**config.mk**
```make
export PLATFORM = sky130hd
export DESIGN_NAME = rsq_reset_sequencer
export DESIGN_NICKNAME = d
export VERILOG_FILES = /design/src/inc/rsq_pkg.sv /design/src/rtl/rsq_reset_sequencer.sv
export SDC_FILE = /design/constraint.sdc
export NUM_CORES = 1
export LEC_CHECK = 0
export ABC_AREA = 1
export BUFFER_PORTS_ARGS = -buffer_cell sky130_fd_sc_hd__buf_4
export CAP_MARGIN = 15
export CORE_UTILIZATION = 44
export DETAILED_ROUTE_END_ITERATION = 8
export PLACE_DENSITY_LB_ADDON = 0.1
export SLEW_MARGIN = 20
export SYNTH_ARGS = -nofsm -noshare
export SYNTH_HDL_FRONTEND = slang
export SYNTH_SLANG_ARGS = --single-unit
```
**constraint.sdc**
```tcl
create_clock -name CLK -period 8.3 [get_ports CLK]
set_clock_uncertainty 0.05 [all_clocks]
set_input_delay 1.66 -clock CLK [delete_from_list [all_inputs] [get_ports CLK]]
set_output_delay 1.66 -clock CLK [all_outputs]
set_load 0.03 [all_outputs]
```
**src/inc/rsq_pkg.sv**
```systemverilog
// shared constants, register layout and carrier types of the reset sequencer
package rsq_pkg;

  // ==========================================================
  // register map (byte addresses on the bus)
  localparam logic [31:0] OFF_RESET_CAUSE_AND_CONTROL = 32'h0000_0000;
  localparam logic [31:0] OFF_SEQ_STATUS = 32'h0000_0004;
  localparam logic [15:0] RESET_CAUSE_POR_VALUE = 16'h0003;
  // bits 13..9 are unimplemented and never store a one
  localparam logic [15:0] RESET_CAUSE_WRITE_MASK = 16'hc1ff;

  // ==========================================================
  // field positions of reset_cause_and_control
  localparam int BIT_TRAP_CONFLICT_FLAG = 15;
  localparam int BIT_BAD_OPCODE_OR_POINTER_FLAG = 14;
  localparam int BIT_REGULATOR_SLEEP_KEEP = 8;
  localparam int BIT_PIN_RESET_FLAG = 7;
  localparam int BIT_SOFT_RESET_FLAG = 6;
  localparam int BIT_SOFT_WATCHDOG_ENABLE = 5;
  localparam int BIT_WATCHDOG_TIMEOUT_FLAG = 4;
  localparam int BIT_SLEEP_FLAG = 3;
  localparam int BIT_IDLE_FLAG = 2;
  localparam int BIT_BROWNOUT_FLAG = 1;
  localparam int BIT_POWER_ON_FLAG = 0;

  // ==========================================================
  // field positions of the sequencer status word
  localparam int STS_SYS_RESET = 0;
  localparam int STS_CPU_RUN = 1;
  localparam int STS_CLOCK_READY = 2;
  localparam int STS_MONITOR_ACTIVE = 3;
  localparam int STS_FELL_BACK = 4;
  localparam int STS_OSC_LSB = 8;

  // ==========================================================
  // oscillator select codes
  localparam logic [2:0] OSC_FAST_RC = 3'h0;
  localparam logic [2:0] OSC_FAST_RC_PLL = 3'h1;
  localparam logic [2:0] OSC_EXT_CLOCK = 3'h2;
  localparam logic [2:0] OSC_EXT_CLOCK_PLL = 3'h3;
  localparam logic [2:0] OSC_CRYSTAL = 3'h4;
  localparam logic [2:0] OSC_CRYSTAL_PLL = 3'h5;
  localparam logic [2:0] OSC_SECONDARY = 3'h6;
  localparam logic [2:0] OSC_LOW_POWER_RC = 3'h7;

  // ==========================================================
  // timing
  localparam int CLK_PERIOD_NS = 8;
  localparam int T_POWER_ON_DELAY_NS = 10_000;
  localparam int T_START_DELAY_REG_NS = 20_000;
  localparam int T_START_DELAY_NOREG_NS = 64_000_000;
  localparam int T_STATE_RESET_NS = 20_000;
  localparam int T_PLL_LOCK_NS = 20_000;
  localparam int T_MONITOR_DELAY_NS = 100_000;
  localparam int OST_PERIODS = 1024;
  localparam int T_POWER_ON_DELAY_CYC = (T_POWER_ON_DELAY_NS + CLK_PERIOD_NS - 1) / CLK_PERIOD_NS;
  localparam int T_START_DELAY_REG_CYC = (T_START_DELAY_REG_NS + CLK_PERIOD_NS - 1) / CLK_PERIOD_NS;
  localparam int T_START_DELAY_NOREG_CYC =
    (T_START_DELAY_NOREG_NS + CLK_PERIOD_NS - 1) / CLK_PERIOD_NS;
  localparam int T_STATE_RESET_CYC = (T_STATE_RESET_NS + CLK_PERIOD_NS - 1) / CLK_PERIOD_NS;
  localparam int T_PLL_LOCK_CYC = (T_PLL_LOCK_NS + CLK_PERIOD_NS - 1) / CLK_PERIOD_NS;
  localparam int T_MONITOR_DELAY_CYC = (T_MONITOR_DELAY_NS + CLK_PERIOD_NS - 1) / CLK_PERIOD_NS;

  // ==========================================================
  // carriers
  typedef struct packed {
    logic hsel;
    logic [31:0] haddr;
    logic [1:0] htrans;
    logic hwrite;
    logic [2:0] hsize;
    logic hready;
    logic [31:0] hwdata;
  } rsq_ahb_in_type;

  typedef struct packed {
    logic trap_conflict;
    logic bad_opcode_or_pointer;
    logic soft_reset;
    logic watchdog_timeout;
    logic sleep_enter;
    logic idle_enter;
    logic wake;
  } rsq_event_type;

  typedef struct packed {
    logic clk_switch_en;
    logic [2:0] cfg_initial_osc_select;
    logic cfg_watchdog_force;
    logic regulator_en;
    logic monitor_en;
  } rsq_cfg_type;

endpackage

```
**src/rtl/rsq_reset_sequencer.sv**
```systemverilog
// reset cause register, reset delay sequencing, clock release and clock monitor start
//
// Design decisions made here: the AHB-Lite interface to the registers and the register addresses.
module rsq_reset_sequencer
  import rsq_pkg::*;
#(
  parameter int CNT_W = 24,
  parameter int START_DELAY_NOREG_CYC = T_START_DELAY_NOREG_CYC,
  parameter int MONITOR_DELAY_CYC = T_MONITOR_DELAY_CYC
) (
  input wire logic CLK,
  input wire logic RESET,
  input wire rsq_pkg::rsq_ahb_in_type AHB_IN,
  output logic [31:0] HRDATA,
  output logic HREADYOUT,
  output logic HRESP,
  input wire logic BROWNOUT,
  input wire logic MASTER_CLEAR_PIN_N,
  input wire rsq_pkg::rsq_event_type CORE_EVENTS,
  input wire rsq_pkg::rsq_cfg_type CFG,
  input wire logic [2:0] CURRENT_OSC_SELECT,
  input wire logic OSC_TICK,
  input wire logic CLOCK_VALID,
  output logic SYSTEM_RESET_N,
  output logic CPU_RUN,
  output logic [2:0] OSC_SELECT,
  output logic OSC_SELECT_LOAD,
  output logic MONITOR_ACTIVE,
  output logic CLOCK_FAIL_TRAP,
  output logic WATCHDOG_EN,
  output logic REGULATOR_SLEEP_KEEP
);
  import rsq_pkg::*;

  typedef enum logic [1:0] {ST_HOLD, ST_DELAY, ST_RUN} rsq_seq_type;
  typedef enum logic [1:0] {KIND_POR, KIND_BOR, KIND_WARM} rsq_kind_type;
  typedef enum logic [1:0] {CLK_READY, CLK_OST, CLK_LOCK} rsq_clk_type;
  typedef enum logic [1:0] {MON_OFF, MON_WAIT, MON_ON} rsq_mon_type;

  // ==========================================================
  // pin synchronisers
  logic [3:0] sync1_r;
  logic [3:0] sync2_r;
  logic tick_d_r;
  logic brownout_s;
  logic pin_reset_s;
  logic clock_valid_s;
  logic tick_s;
  logic tick_pulse;

  always_ff @(posedge CLK or posedge RESET) begin
    if (RESET) begin
      // the pin stages start at the idle high level so power-on never logs a pin reset
      sync1_r <= 4'h2;
      sync2_r <= 4'h2;
      tick_d_r <= 1'b0;
    end else begin
      sync1_r <= {OSC_TICK, CLOCK_VALID, MASTER_CLEAR_PIN_N, BROWNOUT};
      sync2_r <= sync1_r;
      tick_d_r <= sync2_r[3];
    end
  end

  assign brownout_s = sync2_r[0];
  // a low pin level is a reset request for as long as it is held
  assign pin_reset_s = ~sync2_r[1];
  assign clock_valid_s = sync2_r[2];
  assign tick_s = sync2_r[3];
  assign tick_pulse = tick_s & ~tick_d_r;

  // ==========================================================
  // reset sources
  logic any_source;
  logic sleep_or_idle;

  assign any_source = brownout_s | pin_reset_s | CORE_EVENTS.trap_conflict
                    | CORE_EVENTS.bad_opcode_or_pointer | CORE_EVENTS.soft_reset
                    | CORE_EVENTS.watchdog_timeout;
  assign sleep_or_idle = CORE_EVENTS.sleep_enter | CORE_EVENTS.idle_enter;

  // ==========================================================
  // bus slave: address phase capture
  logic wr_pend_r;
  logic wr_cause_r;
  logic rd_take;
  logic wr_take;
  logic [15:0] cause_r;
  logic [15:0] cause_nxt;
  logic [31:0] hrdata_r;
  logic [31:0] status_word;

  assign rd_take = AHB_IN.hsel & AHB_IN.htrans[1] & AHB_IN.hready & ~AHB_IN.hwrite;
  assign wr_take = AHB_IN.hsel & AHB_IN.htrans[1] & AHB_IN.hready & AHB_IN.hwrite;

  always_ff @(posedge CLK or posedge RESET) begin
    if (RESET) begin
      wr_pend_r <= 1'b0;
      wr_cause_r <= 1'b0;
    end else begin
      wr_pend_r <= wr_take;
      wr_cause_r <= wr_take & (AHB_IN.haddr == OFF_RESET_CAUSE_AND_CONTROL);
    end
  end

  // read data is taken from the next value so a read right behind a write sees it
  always_ff @(posedge CLK or posedge RESET) begin
    if (RESET) begin
      hrdata_r <= 32'h0000_0000;
    end else if (rd_take) begin
      if (AHB_IN.haddr == OFF_RESET_CAUSE_AND_CONTROL) begin
        hrdata_r <= {16'h0000, cause_nxt};
      end else if (AHB_IN.haddr == OFF_SEQ_STATUS) begin
        hrdata_r <= status_word;
      end else begin
        hrdata_r <= 32'h0000_0000;
      end
    end
  end

  assign HRDATA = hrdata_r;
  assign HREADYOUT = 1'b1;
  assign HRESP = 1'b0;

  // ==========================================================
  // reset cause and control register
  always_comb begin
    cause_nxt = cause_r;
    if (wr_pend_r && wr_cause_r) begin
      cause_nxt = AHB_IN.hwdata[15:0] & RESET_CAUSE_WRITE_MASK;
    end
    // hardware clears and the brown-out flag set come after the write, the other hardware sets last of all
    if (brownout_s) begin
      cause_nxt[BIT_TRAP_CONFLICT_FLAG] = 1'b0;
      cause_nxt[BIT_BAD_OPCODE_OR_POINTER_FLAG] = 1'b0;
      cause_nxt[BIT_SOFT_RESET_FLAG] = 1'b0;
      cause_nxt[BIT_WATCHDOG_TIMEOUT_FLAG] = 1'b0;
      cause_nxt[BIT_SLEEP_FLAG] = 1'b0;
      cause_nxt[BIT_IDLE_FLAG] = 1'b0;
      cause_nxt[BIT_BROWNOUT_FLAG] = 1'b1;
    end
    if (sleep_or_idle) begin
      cause_nxt[BIT_WATCHDOG_TIMEOUT_FLAG] = 1'b0;
    end
    if (CORE_EVENTS.trap_conflict) begin
      cause_nxt[BIT_TRAP_CONFLICT_FLAG] = 1'b1;
    end
    if (CORE_EVENTS.bad_opcode_or_pointer) begin
      cause_nxt[BIT_BAD_OPCODE_OR_POINTER_FLAG] = 1'b1;
    end
    if (pin_reset_s) begin
      cause_nxt[BIT_PIN_RESET_FLAG] = 1'b1;
    end
    if (CORE_EVENTS.soft_reset) begin
      cause_nxt[BIT_SOFT_RESET_FLAG] = 1'b1;
    end
    if (CORE_EVENTS.watchdog_timeout) begin
      cause_nxt[BIT_WATCHDOG_TIMEOUT_FLAG] = 1'b1;
    end
    if (CORE_EVENTS.sleep_enter) begin
      cause_nxt[BIT_SLEEP_FLAG] = 1'b1;
    end
    if (CORE_EVENTS.idle_enter) begin
      cause_nxt[BIT_IDLE_FLAG] = 1'b1;
    end
  end

  // power-on is this block's own asynchronous reset
  always_ff @(posedge CLK or posedge RESET) begin
    if (RESET) begin
      cause_r <= RESET_CAUSE_POR_VALUE;
    end else begin
      cause_r <= cause_nxt;
    end
  end

  always_ff @(posedge CLK or posedge RESET) begin
    if (RESET) begin
      WATCHDOG_EN <= 1'b0;
      REGULATOR_SLEEP_KEEP <= 1'b0;
    end else begin
      WATCHDOG_EN <= CFG.cfg_watchdog_force | cause_r[BIT_SOFT_WATCHDOG_ENABLE];
      REGULATOR_SLEEP_KEEP <= cause_r[BIT_REGULATOR_SLEEP_KEEP];
    end
  end

  // ==========================================================
  // system reset sequencer
  rsq_seq_type seq_r;
  rsq_kind_type kind_r;
  logic [CNT_W-1:0] delay_cnt_r;
  logic [CNT_W-1:0] start_cyc;
  logic [CNT_W-1:0] delay_load;
  logic system_reset_n_n_r;
  logic full_restart;

  assign start_cyc = CFG.regulator_en ? CNT_W'(T_START_DELAY_REG_CYC)
                                      : CNT_W'(START_DELAY_NOREG_CYC);
  assign full_restart = (kind_r != KIND_WARM);

  always_comb begin
    case (kind_r)
      KIND_POR: delay_load = CNT_W'(T_POWER_ON_DELAY_CYC) + start_cyc
                           + CNT_W'(T_STATE_RESET_CYC - 1);
      KIND_BOR: delay_load = start_cyc + CNT_W'(T_STATE_RESET_CYC - 1);
      default: delay_load = CNT_W'(T_STATE_RESET_CYC - 1);
    endcase
  end

  always_ff @(posedge CLK or posedge RESET) begin
    if (RESET) begin
      seq_r <= ST_HOLD;
      kind_r <= KIND_POR;
      delay_cnt_r <= '0;
      system_reset_n_n_r <= 1'b0;
    end else begin
      if (any_source) begin
        seq_r <= ST_HOLD;
        system_reset_n_n_r <= 1'b0;
        if (brownout_s) begin
          kind_r <= KIND_BOR;
        end else if (seq_r != ST_HOLD) begin
          kind_r <= KIND_WARM;
        end
      end else begin
        case (seq_r)
          ST_HOLD: begin
            seq_r <= ST_DELAY;
            delay_cnt_r <= delay_load;
          end
          ST_DELAY: begin
            if (delay_cnt_r == '0) begin
              seq_r <= ST_RUN;
              system_reset_n_n_r <= 1'b1;
            end else begin
              delay_cnt_r <= delay_cnt_r - 1'b1;
            end
          end
          ST_RUN: begin
            system_reset_n_n_r <= 1'b1;
          end
          default: begin
            seq_r <= ST_HOLD;
          end
        endcase
      end
    end
  end

  assign SYSTEM_RESET_N = system_reset_n_n_r;

  // ==========================================================
  // clock source selection and release
  rsq_clk_type clk_r;
  logic [2:0] osc_r;
  logic [2:0] osc_pick;
  logic [9:0] ost_cnt_r;
  logic [CNT_W-1:0] lock_cnt_r;
  logic osc_load_r;
  logic load_osc;
  logic fell_back_r;
  logic is_crystal;
  logic is_pll;

  assign load_osc = (seq_r == ST_HOLD) && !any_source;
  assign osc_pick = (full_restart || !CFG.clk_switch_en) ? CFG.cfg_initial_osc_select
                                                          : CURRENT_OSC_SELECT;
  assign is_crystal = (osc_pick == OSC_CRYSTAL) || (osc_pick == OSC_CRYSTAL_PLL)
                    || (osc_pick == OSC_SECONDARY);
  assign is_pll = (osc_pick == OSC_FAST_RC_PLL) || (osc_pick == OSC_EXT_CLOCK_PLL)
                || (osc_pick == OSC_CRYSTAL_PLL);

  // oscillator waits start with the reset delay and run beside it
  always_ff @(posedge CLK or posedge RESET) begin
    if (RESET) begin
      clk_r <= CLK_READY;
      osc_r <= OSC_FAST_RC;
      osc_load_r <= 1'b0;
      ost_cnt_r <= 10'h000;
      lock_cnt_r <= '0;
    end else begin
      osc_load_r <= load_osc;
      if (load_osc) begin
        osc_r <= osc_pick;
        ost_cnt_r <= 10'(OST_PERIODS - 1);
        lock_cnt_r <= CNT_W'(T_PLL_LOCK_CYC - 1);
        if (full_restart && is_crystal) begin
          clk_r <= CLK_OST;
        end else if (full_restart && is_pll) begin
          clk_r <= CLK_LOCK;
        end else begin
          clk_r <= CLK_READY;
        end
      end else if (fell_back_r && (osc_r != OSC_FAST_RC)) begin
        osc_r <= OSC_FAST_RC;
        clk_r <= CLK_READY;
      end else begin
        case (clk_r)
          CLK_OST: begin
            if (tick_pulse) begin
              if (ost_cnt_r == 10'h000) begin
                clk_r <= (osc_r == OSC_CRYSTAL_PLL) ? CLK_LOCK : CLK_READY;
              end else begin
                ost_cnt_r <= ost_cnt_r - 10'h001;
              end
            end
          end
          CLK_LOCK: begin
            if (lock_cnt_r == '0) begin
              clk_r <= CLK_READY;
            end else begin
              lock_cnt_r <= lock_cnt_r - 1'b1;
            end
          end
          CLK_READY: begin
            clk_r <= CLK_READY;
          end
          default: begin
            clk_r <= CLK_READY;
          end
        endcase
      end
    end
  end

  assign OSC_SELECT = osc_r;
  assign OSC_SELECT_LOAD = osc_load_r;

  // ==========================================================
  // wake hold and code execution gate
  logic [CNT_W-1:0] wake_cnt_r;
  logic cpu_run_r;

  always_ff @(posedge CLK or posedge RESET) begin
    if (RESET) begin
      wake_cnt_r <= '0;
    end else if (CORE_EVENTS.wake && CFG.regulator_en) begin
      wake_cnt_r <= CNT_W'(T_START_DELAY_REG_CYC);
    end else if (wake_cnt_r != '0) begin
      wake_cnt_r <= wake_cnt_r - 1'b1;
    end
  end

  always_ff @(posedge CLK or posedge RESET) begin
    if (RESET) begin
      cpu_run_r <= 1'b0;
    end else begin
      cpu_run_r <= system_reset_n_n_r && (clk_r == CLK_READY) && (wake_cnt_r == '0) && !any_source;
    end
  end

  assign CPU_RUN = cpu_run_r;

  // ==========================================================
  // clock fail monitor start
  rsq_mon_type mon_r;
  logic [CNT_W-1:0] mon_cnt_r;
  logic trap_r;
  logic slow_source;

  assign slow_source = (osc_r == OSC_CRYSTAL) || (osc_r == OSC_CRYSTAL_PLL)
                     || (osc_r == OSC_SECONDARY) || (osc_r == OSC_FAST_RC_PLL)
                     || (osc_r == OSC_EXT_CLOCK_PLL);

  always_ff @(posedge CLK or posedge RESET) begin
    if (RESET) begin
      mon_r <= MON_OFF;
      mon_cnt_r <= '0;
      fell_back_r <= 1'b0;
      trap_r <= 1'b0;
    end else begin
      trap_r <= 1'b0;
      if (!system_reset_n_n_r) begin
        mon_r <= MON_OFF;
        if (seq_r == ST_HOLD && full_restart) begin
          fell_back_r <= 1'b0;
        end
      end else begin
        case (mon_r)
          MON_OFF: begin
            if (CFG.monitor_en) begin
              if (full_restart && slow_source) begin
                mon_r <= MON_WAIT;
                mon_cnt_r <= CNT_W'(MONITOR_DELAY_CYC - 1);
              end else begin
                mon_r <= MON_ON;
              end
            end
          end
          MON_WAIT: begin
            if (mon_cnt_r == '0) begin
              mon_r <= MON_ON;
            end else begin
              mon_cnt_r <= mon_cnt_r - 1'b1;
            end
          end
          MON_ON: begin
            // one fallback per power-on or brown-out restart; fast rc is then forced until the next one
            if (!clock_valid_s && !fell_back_r) begin
              fell_back_r <= 1'b1;
              trap_r <= 1'b1;
            end
          end
          default: begin
            mon_r <= MON_OFF;
          end
        endcase
      end
    end
  end

  assign MONITOR_ACTIVE = (mon_r == MON_ON);
  assign CLOCK_FAIL_TRAP = trap_r;

  // ==========================================================
  // status word
  always_comb begin
    status_word = 32'h0000_0000;
    status_word[STS_SYS_RESET] = ~system_reset_n_n_r;
    status_word[STS_CPU_RUN] = cpu_run_r;
    status_word[STS_CLOCK_READY] = (clk_r == CLK_READY);
    status_word[STS_MONITOR_ACTIVE] = (mon_r == MON_ON);
    status_word[STS_FELL_BACK] = fell_back_r;
    status_word[STS_OSC_LSB +: 3] = osc_r;
  end

endmodule // rsq_reset_sequencer

```
Word level (Yosys, flattened, before mapping) --
Index checks and enable logic that the tools add are counted.
Word-level totals: flip-flop bits (word level) 183, input port bits 95, output and inout port bits 44
Operators by class: $add $sub $neg 8, equal/unequal tests 36, mux-type cells 65, bitwise gates (word level) 18, reductions and logical operators 58
Operators by type and width (count):
- $mux 24 | 10
- $pmux 24 s2 | 3
- $logic_not 24->1 | 4
- $sub 24x1->24 const B | 4
- $mux 10 | 5
- $mux 2 | 17
- $eq 32x3->1 const B | 1
- $logic_not 32->1 | 1
- $mux 16 | 2
- $add 11x23->24 const A | 1
- $add 23x12->24 const B | 1
- $add 24x12->24 const B | 1
- $reduce_bool 24->1 | 1
- $mux 23 | 1
- $ne 2x2->1 const B | 11
- $reduce_bool 2->1 | 10
- $eq 3x3->1 const B | 6
- $mux 1 | 18
- $reduce_and 3->1 | 5
- $logic_and 1x1->1 | 12
- $ne 4x4->1 const B | 3
- $pmux 2 s3 | 2
- $mux 11 | 1
- $logic_not 10->1 | 1
- other kinds (21) | 64

Logic depth before layout (Yosys ltp) --
Gate-level depths: netlist of the first run.
word-level depth 10, mapped depth 13, gate-level depth less buffers 12

Least setup slack after synthesis of the first run --
OpenSTA, ideal clock, no wires.
path kind in2reg, from input port CORE_EVENTS[4] (netlist name), to register lock_cnt_r[23], library setup time 118 ps, arrival time 2568 ps, data required time 8132 ps, setup slack 5564 ps, stages 8, buffers on the path 2, cell sequence nor2_1 -> nand3_2 -> nor2_4 -> inv_2 -> buf_6 -> buf_2 -> nand4_1 -> nand2_1
Between the ends: cells in the longest elaborated chain, start to end 6, elaborated cells between the ends (all ways) 9, classes of those cells eq/ne (2); mux (1); bitwise (2); reduce/logical (4)
RTL lines:
- start, declared | line rsq_reset_sequencer.sv:19 | input wire rsq_pkg::rsq_event_type CORE_EVENTS,
- $or 1x1->1 (*) | line rsq_reset_sequencer.sv:77 | | CORE_EVENTS.bad_opcode_or_pointer | CORE_EVENTS.soft_reset
- $or 1x1->1 (*) | line rsq_reset_sequencer.sv:78 | | CORE_EVENTS.watchdog_timeout;
- $logic_not 1->1 (*) | line rsq_reset_sequencer.sv:264 | assign load_osc = (seq_r == ST_HOLD) && !any_source;
- $logic_and 1x1->1 (*) | line rsq_reset_sequencer.sv:264
- $ne 2x2->1 (no source line) or $reduce_bool 2->1 (tied branches)
- $reduce_and 3->1 (no source line)
- end signal, assigned | line rsq_reset_sequencer.sv:285 | lock_cnt_r <= CNT_W'(T_PLL_LOCK_CYC - 1);
- end signal, assigned | line rsq_reset_sequencer.sv:311 | lock_cnt_r <= lock_cnt_r - 1'b1;
- end, declared | line rsq_reset_sequencer.sv:257 | logic [CNT_W-1:0] lock_cnt_r;
Mark *: on every way between the ends. The rest lies on a longest branch, timed or not. A chain may end at the register's enable or synchronous reset.

Worst setup path after layout of the first run --
from input port CORE_EVENTS[6] (netlist name), to register lock_cnt_r[23]
Between the ends: cells in the longest elaborated chain, start to end 8, elaborated cells between the ends (all ways) 11, classes of those cells eq/ne (2); mux (1); bitwise (4); reduce/logical (4)
RTL lines:
- $or 1x1->1 (*) | line rsq_reset_sequencer.sv:76 | assign any_source = brownout_s | pin_reset_s | CORE_EVENTS.trap_conflict
- $or 1x1->1 (*) (2 in a row) | line rsq_reset_sequencer.sv:77
- $or 1x1->1 (*) | line rsq_reset_sequencer.sv:78
- $logic_not 1->1 (*) | line rsq_reset_sequencer.sv:264
- $logic_and 1x1->1 (*) | line rsq_reset_sequencer.sv:264
- $ne 2x2->1 (no source line) or $reduce_bool 2->1 (tied branches)
- $reduce_and 3->1 (no source line)
Marks and branches as above.

==> results.md, run 1 <==
- Counting along the longest clock path gives a buffer depth of 2.
- Once the clock tree was built, the resizer swapped 0 gates to a different size.
- The die height is roughly 150 µm.
- The area fraction of the dominant cell type after synthesis is 0.4164.
- The Yosys step of the flow raised 0 warnings.
- The total overflow reported by the global router is 0.
- The most numerous cell type found on the critical path is sky130_fd_sc_hd__nand2_1.
- The number of placement rows is 54.
- Clock-pin slew was measured on the worst setup and hold paths at about 0.06 ns.
- The largest individual stage delay along the critical path comes from the cell sky130_fd_sc_hd__nor2_4.
- Counting instances in the post-synthesis netlist gives the leading cell types as sky130_fd_sc_hd__nand2_1 (382), sky130_fd_sc_hd__nor2_1 (260), sky130_fd_sc_hd__dfrtp_1 (163).
- The CTS tree is built.
- The xor-xnor portion of the synthesized cell area is 0.03129.
- The total power divided by cell area is 218.4 mW/mm².
- After detailed routing, the met3 layer carries 876 µm of wire.
- In the final routing, the length of wire on met1 measures 11640 µm.
- The pin count of the biggest net entering global routing is roughly 100.
- The timing-limited maximum frequency is 0.2703 GHz.
- The clock insertion delay at the later pin of the skew report is 0.43 ns.
- The first detailed-routing pass ran for 5 iterations.
- 139 I/O pins were placed.
- In this design, the stage delay of the slowest critical-path cell is 0.46 ns.
- The endpoint arrival time on the critical path is ~4.0 ns.
- For this block, the initial DRC count from the detailed router was 503.
- The worst path buffer plus inverter count is 3.
- The post-synthesis compound-gate area fraction is 0.06067.
- The count of different cell masters after synthesis is 45.
- The cell family with the largest share of critical-path delay is simple AND/OR/NAND/NOR gates.
- The routed wire length is 23860 µm.
- The first-pass GRT wire length is 40340 µm.
- After synthesis, the cell types taking the most area are sky130_fd_sc_hd__dfrtp_1 (42%), sky130_fd_sc_hd__nand2_1 (15%), sky130_fd_sc_hd__nor2_1 (10%).
- The detailed-route wire length per cell is 13.57 µm.
- For this run, the total global-route usage over all layers was measured as 0.2244.
- The cell count after synthesis is approximately 1.4k.
- The final hold violation count is 0.
- For this design the static power due to leakage is 5.740 nW.
- The number of enable flip-flop cells after synthesis is 0.
- A synthesized cell averages 7.103 µm².
- The number of CTS-inserted buffers is 17.
- The mapped cell area is 0.009796 mm².
- The worst setup path is captured at a flop.
- Among all flip-flop cells after synthesis, the most frequent one is sky130_fd_sc_hd__dfrtp_1.
- Summing over every cut layer, the via total after detailed routing is ~8.8k.
- For this design, the sink count on the clock tree is 167.
- After clock tree synthesis, the setup repair step added 0 buffers.
- For the pin with the worst max-slew slack, the measured transition is 0.9413 ns.
- The per-cell via count in the routed design is between 4 and 5.
- Routed signal wires occupy layers up through met4.
- The endpoint required time on the critical path is 8.55 ns.
- In this run the worst hold path is classified as reg2reg.
- Among all cell types in the netlist, the one instantiated most often is sky130_fd_sc_hd__nand2_1.
- Of the total synthesized cell area, the portion taken by full adders, half adders and majority gates is 0.01277.
- The number of global-route vias before repair is between 8k and 9k.
- Of the total synthesized cell area, the portion taken by AND, OR, NAND and NOR gates is 0.3859.
- The worst setup path is of the in2reg kind.
- In the routed design, unresolved DRC markers number 0.
- The number of antenna diodes in the final layout is 0.
- Detailed placement ended at an HPWL of 17230 µm.
- The CTS root buffer is sky130_fd_sc_hd__clkbuf_16.
- The startpoint type of the worst setup path is an input port.
- The standard cell core area is 0.02182 mm².
- Dividing the final minimum period by the clock period gives 0.4457.
- The synthesis-to-layout area growth is 14.61%.
- The highest net fanout along the worst path is 31.
- The share of the Yosys chip area taken by registers is 0.4271.
- The initial antenna violation count is 0.
- Setup repair after global routing left no endpoint under its margin.
- The number of buffers added on ports is 95.
- The horizontal die dimension is 151.2 µm.
- The number of placed instances with taps included is 1727.
- The die footprint is 0.02286 mm².
- The count of nets left with antenna violations once routing finished came out at 0.
- The fraction of registers with async set/reset is 1.000.
- The non-filler instance count after layout is 1758.
- The dominant combinational cell family by area after synthesis is simple AND/OR/NAND/NOR gates.
- Counting flops and latches in the post-synthesis netlist gives around 170.
- The count of pins over their slew limit was 0.
- The routability congestion estimate from global placement is roughly 0.89.
- After synthesis, the share of cell area in mux cells is 0.
- Headroom to the max-slew limit came out at 0.3724.
- In this run, post-CTS hold repair placed 0 buffers.
- Setup violations remaining at the end of the flow were counted as 0.
- The H-tree depth reported by CTS is 4.
- Max-cap violations in this run came to 0.
- The synthesized design spends more area on one cell type than any other, namely sky130_fd_sc_hd__dfrtp_1.
- The worst-case vdd ir drop is 0.0001329 V.
- The net count of the finished layout is between 1.5k and 2k.
- In the final timing run, aggregate negative setup slack is 0 ns.
- After layout, the minimum clock period comes to ~3.7 ns.
- Walking the worst path, the cells encountered are buf_4 -> nor2_1 -> nand3_2 -> nor2_4 -> inv_2 -> nand2_2 -> clkinv_2 -> nand2_1 -> nand2_1.
- The met2 layer wire length in the routed design is 11030 µm.
- Of the cells placed in the final design, the portion with a size suffix greater than 1 is 0.1238.
- The initial utilization of the core area, before any placement, comes to 0.4489.
- The run finished with clean final reports.
## registers in the layout, indices dropped and copies added (netlist names), 3 cells and up
signal       flops
wake_cnt_r      24
HRDATA          16
cause_r         16
delay_cnt_r     24
ost_cnt_r       10
sync1_r          4
OSC_SELECT       3
sync2_r          4
lock_cnt_r      24
mon_cnt_r       24
## final timing paths
check	from	end	slack (ns)	cells after the start
max in group asynchronous	RESET	WATCHDOG_EN	5.45	3
worst max-delay path	CORE_EVENTS[6]	lock_cnt_r[23]	4.60	9
worst max register to register	sync2_r[1]	lock_cnt_r[23]	5.38	9
min in group asynchronous	RESET	lock_cnt_r[17]	1.36	2
worst min register to register	sync1_r[0]	sync2_r[0]	0.30	0
worst min-delay path	sync1_r[0]	sync2_r[0]	0.30	0
## per-stage QoR
step	instance area (µm²)	util	setup WS [ns]	hold slack (ns)	power, mW
6_report	11230	0.5144	4.601	0.3038	2.452
3_3_place_gp	10630	0.4871	4.169	0.2844	1.645
2_1_floorplan	9856	-	2.078	0.2812	1.498
3_5_place_dp	10630	0.4871	4.095	0.2919	1.651
4_1_cts	11230	0.5144	4.555	0.3074	2.474
5_1_grt	11230	0.5144	4.398	0.3147	2.625
## layout by cell type, fill, tap and decap left out, types with 15 or more instances in the layout
cell type,count
sky130_fd_sc_hd__nor2_1,260
sky130_fd_sc_hd__xor2_1,29
sky130_fd_sc_hd__o21ai_0,54
sky130_fd_sc_hd__or2_2,17
sky130_fd_sc_hd__inv_1,118
sky130_fd_sc_hd__conb_1,18
sky130_fd_sc_hd__a21oi_1,21
sky130_fd_sc_hd__nand2_1,382
sky130_fd_sc_hd__o21ai_1,15
sky130_fd_sc_hd__dfrtp_1,163
sky130_fd_sc_hd__clkbuf_16,17
sky130_fd_sc_hd__nand4_1,48
sky130_fd_sc_hd__buf_4,98
sky130_fd_sc_hd__nand3_1,131
## metal layers
metal / vias to the layer above / GRT usage
li1: 4553 / -
met4: 0 / 0.05750
met1: 4051 / 0.3101
met5: - / 0
met3: 23 / 0.03976
met2: 138 / 0.3616
## report_power, final
part	switching, mW	total, mW	internal (mW)	leakage (nW)
Combinational	0.401	0.620	0.219	3.33
Clock	0.344	0.809	0.465	0.290
Sequential	0.108	1.02	0.914	2.12
Total	0.854	2.45	1.60	5.74
## cell families (layout without fill, tap and decap cells)
group	count (synthesis)	count (layout)
AND/OR/NAND/NOR	881	881
buffers and inverters	174	257
flip-flops	167	167
AO/OA/AOI/OAI	110	110
XOR/XNOR	35	35
adder cells (fa/ha/maj)	10	10
other	2	18
## layout make-up
type | count | area (µm²)
tap | 280 | 350.3
multi-input combinational | 1054 | 4873
inverter | 128 | 486.7
fill | 2200 | 10600
clock inverter | 11 | 140.1
clock buffer | 20 | 456.7
timing repair buffer | 98 | 735.7
sequential | 167 | 4184
(Power assumes the default switching activity.)
==> inputs of run 2 (changes only) <==
ABC_AREA = 0   (was 1)
clock period = 3.6 ns   (was 8.3 ns; I/O delays follow)
==> results.md, run 2 <==
- The count of different cell masters after synthesis is 69 (+53%).
- The fraction of layout instances using a drive strength above 1 came to 0.1874 (+0.06362).
- The fraction of the cycle the final worst path needs is 0.7863.
- The final hold violation count came to 0 (unchanged).
- The starting density of the core is 0.4512 (+0.002313).
- The endpoint arrival time on the critical path is 3.10 ns (-0.85 ns).
- The total overflow reported by the global router is 0 (unchanged).
- The sequential-to-total area share from yosys stat came to 0.4734 (+0.04626).
- The die footprint is 0.02066 mm² (-9.6%).
- The number of warnings issued by yosys was 0 (unchanged).
- For this design, the slowest cell found on the critical path is sky130_fd_sc_hd__or4b_1.
- The standard cell core area is 0.01959 mm² (-10%).
- The combined global-route utilization of all metal layers is 0.2198 (-0.004578).
- The number of detailed-route iterations in the first pass is 5 (unchanged).
- The top cell types in the final layout, fill and taps aside, are sky130_fd_sc_hd__dfrtp_1 (163), sky130_fd_sc_hd__buf_4 (121), sky130_fd_sc_hd__nand2_1 (77).
- The number of enable flip-flop cells after synthesis is 0 (unchanged).
- The final routed DRC violation total came to 0 (unchanged).
- The worst hold path stage count came to 0 (unchanged).
- The post-synthesis cell type with the largest combined area is sky130_fd_sc_hd__dfrtp_1.
- The tree is rooted in a sky130_fd_sc_hd__clkbuf_16.
- The routability congestion estimate from global placement was 0.8149 (-8.9%).
- The routed wire length was 21770 µm (-8.7%).
- The cts-stage hold buffer count came to 0 (unchanged).
- The count of vias placed by the detailed router was 7422 (-15%).
- The largest incremental delay on the critical path is 0.60 ns (+0.14 ns).
- The proportion of power drawn by combinational gates is 0.153 (-0.100).
- The max-slew headroom at the worst pin was 0.3836 (+0.01112).
- TritonCTS built the clock tree.
- The clock-pin transition on the worst setup and hold timing paths was 0.07 ns (about the same).
- The detailed placer's ending HPWL came to 15310 µm (-11%).
- The detailed-route wire length per cell came to 16.55 µm (+22%).
- The fraction of power spent switching nets is 0.2937 (-0.05459).
- The horizontal die dimension came to 143.7 µm (-4.9%).
- The cell count of the worst reg-to-reg path is 7 (-2).
- The net switching power was 1.422 mW (+67%).
- The worst setup path is launched from a flop.
- The total power divided by cell area came to 461.9 mW/mm² (+110%).
- The met1 demand-to-capacity share in global routing was 0.2984 (-0.01169).
- The critical path class is reg2reg.
- The count of pins on the block boundary is 139 (unchanged).
- The final-layout fill cell count came to 1819 (-17%).
- The met2 usage in global routing is 0.3546 (-0.007019).
- The accumulated negative setup slack is 0 ns (unchanged).
- The most common cell in the netlist is sky130_fd_sc_hd__dfrtp_1.
- The number of buffers added on ports is 95 (unchanged).
- Leaving out fill and tap cells, the most frequent cell in the layout is sky130_fd_sc_hd__dfrtp_1.
- The count of antenna-violating nets left after detailed routing is 0 (unchanged).
- The number of cells upsized or downsized after cts is 0 (unchanged).
- From synthesis to final layout, the design area changed by 18.62%.
- Sorting the synthesized cells by area gives the leading types as sky130_fd_sc_hd__dfrtp_1 (46%), sky130_fd_sc_hd__o21ai_0 (3.6%), sky130_fd_sc_hd__a21oi_1 (3.5%).
- The number of setup violations in the final report is 0 (unchanged).
- The layer flagged by global routing as most heavily used is met2.
- The net total in the final layout was 1143 (-27%).
- The highest net fanout along the worst path is 14 (-55%).
- The clock insertion delay at the later pin of the skew report was 0.42 ns (about the same).
- The most prevalent standard cell on the critical path is sky130_fd_sc_hd__a31o_2.
- The initial antenna violation count is 0 (unchanged).
- The reg2reg setup slack is 0.77 ns (-4.61 ns).
- The number of global-route vias before repair is 6913 (-17%).
- The number of CTS-inserted buffers is 17 (unchanged).
- Setup repair after global routing left no endpoint under its margin.
- The die height is 143.7 µm (-4.9%).
- The element type at the critical path end is a flop.
- The flow ran to the end, and the final reports show no timing, DRC or antenna violations.
- The pin count of the biggest net entering global routing came to 64 (-38%).
- The fraction of registers with async set/reset came to 1.000 (unchanged).
- The total number of clock tree sinks is 167 (unchanged).
- The maximum clock path buffer count is 2 (unchanged).
- The count of pins over their slew limit is 0 (unchanged).
- Walking the worst path, the cells encountered are buf_4 -> or4b_1 -> or3_1 -> a31o_2 -> inv_1 -> a21oi_1 -> a31o_2.
- In this run the worst hold path is classified as reg2reg.
- The leakage power was 4.553 nW (-21%).
- The mapped cell area is 0.008838 mm² (-9.8%).
- The sequential power share was 0.464 (+0.047).
- For this run, the leading register cell type out of synthesis is sky130_fd_sc_hd__dfrtp_1.
- The area fraction of the dominant cell type after synthesis came to 0.4615 (+0.04509).
- The part of the power in the clock network came to 0.382 (+0.052).
- The number of placement rows was 51 (-5.6%).
- The total power is 4.842 mW (+98%).
- The internal power component came to 3.420 mW (+110%).
- The number of DRC markers in iteration 0 was 541 (+7.6%).
- The reported max-cap violation count came to 0 (unchanged).
- The number of antenna cells inserted came to 0 (unchanged).
- The per-cell via count in the routed design is 5.640 (+13%).
- The synthesized area per cell is 9.393 µm² (+32%).
- The minimum period implied by the final worst setup slack is about 2.8 ns.
- For this run, the top clock speed supported by timing is approximately 0.35 GHz.
- The worst-case vdd ir drop is 0.0003038 V (+130%).
- The commonest cells after synthesis are sky130_fd_sc_hd__dfrtp_1 (163), sky130_fd_sc_hd__nand2_1 (77), sky130_fd_sc_hd__o21ai_0 (64).
- The H-tree depth reported by CTS is 4 (unchanged).
- The global-route track usage on met3 is 0.05265 (+0.01289).
- The first-pass GRT wire length is 35250 µm (-13%).
- The pin slew with the least headroom to its limit was 0.9131 ns (-0.02827 ns).
- The post-CTS setup buffer count is 0 (unchanged).
- The number of flip-flops and latches in the synthesized netlist was 167 (unchanged).
- The cell count after synthesis is 941 (-32%).
- The endpoint required time on the critical path is 3.87 ns (-4.68 ns).
-- run 2: changes by cell type after synthesis, moves of 24 or more --
cell,previous run,this run
sky130_fd_sc_hd__or4_1,0,36
sky130_fd_sc_hd__nor3_1,8,37
sky130_fd_sc_hd__a21oi_1,21,61
sky130_fd_sc_hd__nor4_1,3,32
sky130_fd_sc_hd__nor2_1,260,62
sky130_fd_sc_hd__nand3_1,131,23
sky130_fd_sc_hd__or3_1,0,40
sky130_fd_sc_hd__inv_1,119,22
sky130_fd_sc_hd__o31ai_1,1,25
sky130_fd_sc_hd__nand2_1,382,77
sky130_fd_sc_hd__clkbuf_1,6,39
sky130_fd_sc_hd__nand4_1,48,14
-- run 2: layout make-up --
type / instances / area [µm²] / share of cell area
repair buffers: 123 / 948.4 / 0.09046
clock inverters: 14 / 165.2 / 0.01575
inverters: 22 / 86.33 / 0.008235
well taps: 265 / 331.6 / 0.03163
flip-flops and latches: 167 / 4184 / 0.3991
multi-input cells: 707 / 4339 / 0.4139
clock buffers: 18 / 429.2 / 0.04094
-- run 2: logic make-up (layout without fill, tap and decap cells) --
logic type | Yosys count | count (layout) | synth area share
muxes | 14 | 14 | 0.01642
buffers and inverters | 83 | 177 | 0.04318
adders and majority gates | 10 | 10 | 0.01416
xor gates and xnor gates | 25 | 25 | 0.02477
DFF | 167 | 167 | 0.4734
AOI/OAI and AO/OA | 228 | 228 | 0.1635
other | 2 | 18 | 0.0008497
and+or+nand+nor | 412 | 412 | 0.2637
-- run 2: per-stage QoR --
stage	std cells	hold slack [ns]	worst slack, ns	instance area, µm²	utilization
after detailed placement	1284	0.2977	0.4645	9889	0.5048
final	1316	0.3090	0.7692	10480	0.5352
after CTS	1316	0.3093	0.7369	10480	0.5352
after floorplan	957	0.2812	0.7065	8902	-
after global placement	1284	0.2960	0.4578	9889	0.5048
after global routing	1316	0.3192	0.6177	10480	0.5352
-- run 2: layer usage --
metal | part of all wire | wire, µm
met1 | 0.47 | 10160
met2 | 0.48 | 10400
met3 | 0.046 | 999
met4 | 0.0097 | 212
met5 | 0 | 0
-- run 2: worst max-delay path, delay by kind of cell (launching register included) --
family | cells | cell delay [ns]
flops | 1 | 0.36
simple gates | 2 | 1.07
compound gates | 3 | 0.71
buf+inv | 2 | 0.51
-- run 2: worst paths after layout --
| check | startpoint | endpoint |
|---|---|---|
| setup / recovery | sync2_r[0] | delay_cnt_r[4] |
| hold / removal | sync1_r[1] | sync2_r[1] |
| max in group asynchronous | RESET | delay_cnt_r[14] |
| setup reg to reg | sync2_r[0] | delay_cnt_r[4] |
| hold reg to reg | sync1_r[1] | sync2_r[1] |
| min in group asynchronous | RESET | cause_r[7] |
-- run 2: power groups by stage --
stage | logic, mW | registers (mW) | clock network (mW)
final | 0.743 | 2.25 | 1.85
after global placement | 0.733 | 2.28 | 0
after global routing | 0.836 | 2.27 | 1.98
after floorplan | 0.531 | 2.24 | 0
after detailed placement | 0.746 | 2.28 | 0
after CTS | 0.751 | 2.25 | 1.90
==> inputs of run 3 (changes only) <==
clock period = 3 ns   (was 3.6 ns; I/O delays follow)
==> results.md, run 3 (synthesis gave the netlist of run 2 again) <==
- The run finished with clean final reports.
- The die footprint came to 0.02066 mm² (unchanged).
- The number of placement rows is 51 (unchanged).
- The number of antenna cells inserted is 0 (unchanged).
- The count of vias placed by the detailed router came to 7561 (+1.9%).
- The worst setup slack after placement is 0.1559 ns (-0.3086 ns).
- The largest incremental delay on the critical path is 0.57 ns (-0.03 ns).
- The clock insertion delay at the later pin of the skew report is 0.42 ns (about the same).
- The pin slew with the least headroom to its limit came to 1.029 ns (+0.1164 ns).
- The timing-limited maximum frequency is 0.3661 GHz (+3.6%).
- The endpoint arrival time on the critical path is 3.03 ns (-0.07 ns).
- The number of buffers added on ports was 95 (unchanged).
- The fraction of the cycle the final worst path needs was 0.9104 (+0.1241).
- The number of CTS-inserted buffers is 17 (unchanged).
- The starting density of the core is 0.4512 (unchanged).
- The type of the worst min-delay path is in2reg.
- The initial antenna violation count was 0 (unchanged).
- The worst-case setup margin in the final layout was 0.2688 ns (-0.5004 ns).
- The horizontal die dimension is 143.7 µm (unchanged).
- The accumulated negative setup slack is 0 ns (unchanged).
- The cell count of the worst reg-to-reg path came to 5 (-2).
- The total power was 5.791 mW (+20%).
- The routed wire length was 22220 µm (+2.1%).
- The reg2reg setup slack is 0.27 ns (-0.50 ns).
- The number of setup violations in the final report is 0 (unchanged).
- The final hold violation count is 0 (unchanged).
- The number of global-route vias before repair is 7258 (+5.0%).
- After detailed routing, no signal wire sits above met4.
- The element type at the critical path end is a flop.
- The routability congestion estimate from global placement is 0.8439 (+3.6%).
- The count of pins on the block boundary is 139 (unchanged).
- The cell type of the slowest stage on the worst timing path is sky130_fd_sc_hd__or4_1.
- In this run the critical register-to-register path is captured at lock_cnt_r[15].
- The library cells used most frequently in the layout, excluding fill and tap cells, are sky130_fd_sc_hd__dfrtp_1 (163), sky130_fd_sc_hd__buf_4 (136), sky130_fd_sc_hd__nand2_1 (77).
- The pin count of the biggest net entering global routing is 48 (-25%).
- The standard cell core area is 0.01959 mm² (unchanged).
- The detailed-route wire length per cell is 16.66 µm (+0.68%).
- The end-of-flow core utilization came to 0.5431 (+0.007920).
- The number of placed instances with taps included is 1302 (+1.4%).
- The detailed placer's ending HPWL was 15820 µm (+3.3%).
- The critical path class is reg2reg.
- The leakage power is 4.636 nW (+1.8%).
- The total overflow reported by the global router is 0 (unchanged).
- The total routed wire length on the met1 layer came to 10490 µm (+3.2%).
- Setup repair after global routing left no endpoint under its margin.
- The startpoint of the worst setup timing path is lock_cnt_r[2].
- The fraction of layout instances using a drive strength above 1 was 0.2011 (+0.01368).
- The met3 layer wire length in the routed design is 758 µm (-24%).
- The first-pass GRT wire length is 36870 µm (+4.6%).
- The number of cells upsized or downsized after cts is 0 (unchanged).
- The net total in the final layout is 1161 (+1.6%).
- The reg-to-reg critical path startpoint is lock_cnt_r[2].
- The total number of clock tree sinks is 167 (unchanged).
- The worst hold slack is 0.2296 ns (-0.07940 ns).
- The die height is 143.7 µm (unchanged).
- The capturing element of the worst setup path is lock_cnt_r[15].
- The worst-case vdd ir drop is 0.0003639 V (+20%).
- The startpoint type of the worst setup path is a flop.
- The signal on the critical path passes through or3_1 -> or4_1 -> or4b_4 -> or4b_1 -> a21oi_1.
- The number of detailed-route iterations in the first pass was 5 (unchanged).
- The maximum clock path buffer count was 2 (unchanged).
- The reported max-cap violation count is 0 (unchanged).
- The area growth from synthesis to layout is 20.37%.
- The minimum period implied by the final worst setup slack is 2.731 ns (-0.09964 ns).
- The number of DRC markers in iteration 0 is 482 (-11%).
- The cts-stage hold buffer count is 0 (unchanged).
- The final routed DRC violation total is 0 (unchanged).
- The highest net fanout along the worst path is 7 (-7).
- The max-slew headroom at the worst pin is 0.3050 (-0.07859).
- The count of pins over their slew limit is 0 (unchanged).
- The CTS root buffer is sky130_fd_sc_hd__clkbuf_16.
- The met2 layer wire length in the routed design is 10690 µm (+2.8%).
- The non-filler instance count after layout was 1334 (+1.4%).
- The CTS tree is built.
- The H-tree depth reported by CTS came to 4 (unchanged).
- The instance area at placement is 0.01006 mm² (+1.7%).
- The combined global-route utilization of all metal layers came to 0.2293 (+0.009450).
- The total power divided by cell area is 544.3 mW/mm² (+18%).
- Leaving out fill and tap cells, the most frequent cell in the layout is sky130_fd_sc_hd__dfrtp_1.
- The endpoint required time on the critical path is 3.30 ns (-0.57 ns).
- The post-CTS setup buffer count is 0 (unchanged).
- The per-cell via count in the routed design was 5.668 (+0.50%).
- The area of all placed cells without fillers is 0.01064 mm² (+1.5%).
- The clock-pin transition on the worst setup and hold timing paths came to 0.07 ns (about the same).
- The count of antenna-violating nets left after detailed routing came to 0 (unchanged).
[run 3: cell count changes in the layout (fill, tap and decap cells not counted)]
| cell | previous run | this run |
|---|---|---|
| sky130_fd_sc_hd__buf_12 | 2 | 5 |
| sky130_fd_sc_hd__clkinvlp_4 | 2 | 5 |
| sky130_fd_sc_hd__inv_8 | 2 | 1 |
| sky130_fd_sc_hd__clkbuf_8 | 0 | 2 |
| sky130_fd_sc_hd__buf_4 | 121 | 136 |
| sky130_fd_sc_hd__inv_6 | 5 | 2 |
| sky130_fd_sc_hd__bufinv_16 | 2 | 1 |
[run 3: cell type report]
type	instances	area, µm²
tap	265	331.6
sequential	167	4184
clock inverter	12	120.1
timing repair buffer	141	1121
clock buffer	20	456.7
fill	1813	8951
multi-input combinational	707	4339
inverter	22	86.33
[run 3: worst min path at each step]
| stage | start | to | cells past startpoint |
|---|---|---|---|
| after floorplan | sync1_r[0] | sync2_r[0] | 0 |
| after global placement | sync1_r[1] | sync2_r[1] | 0 |
| after detailed placement | sync1_r[1] | sync2_r[1] | 0 |
| after CTS | MASTER_CLEAR_PIN_N | sync1_r[1] | 1 |
| after global routing | MASTER_CLEAR_PIN_N | sync1_r[1] | 1 |
| final | BROWNOUT | sync1_r[0] | 1 |
[run 3: worst max-delay path, delay by kind of cell, from the launching register on]
family	cells	cell delay (ns)
AND/OR/NAND/NOR	4	2.05
flip-flops	1	0.42
AO/OA/AOI/OAI	1	0.14
[run 3: metal layers]
layer  track usage  vias to the layer above
met2        0.3797                      122
met3       0.05065                       22
met5             0                        -
li1              -                     3724
met4       0.05711                        0
met1        0.3035                     3693
[run 3: power breakdown]
group / leakage, nW / internal (mW) / switching (mW)
Combinational: 2.27 / 0.415 / 0.515
Sequential: 2.09 / 2.46 / 0.240
Clock: 0.271 / 1.20 / 0.956
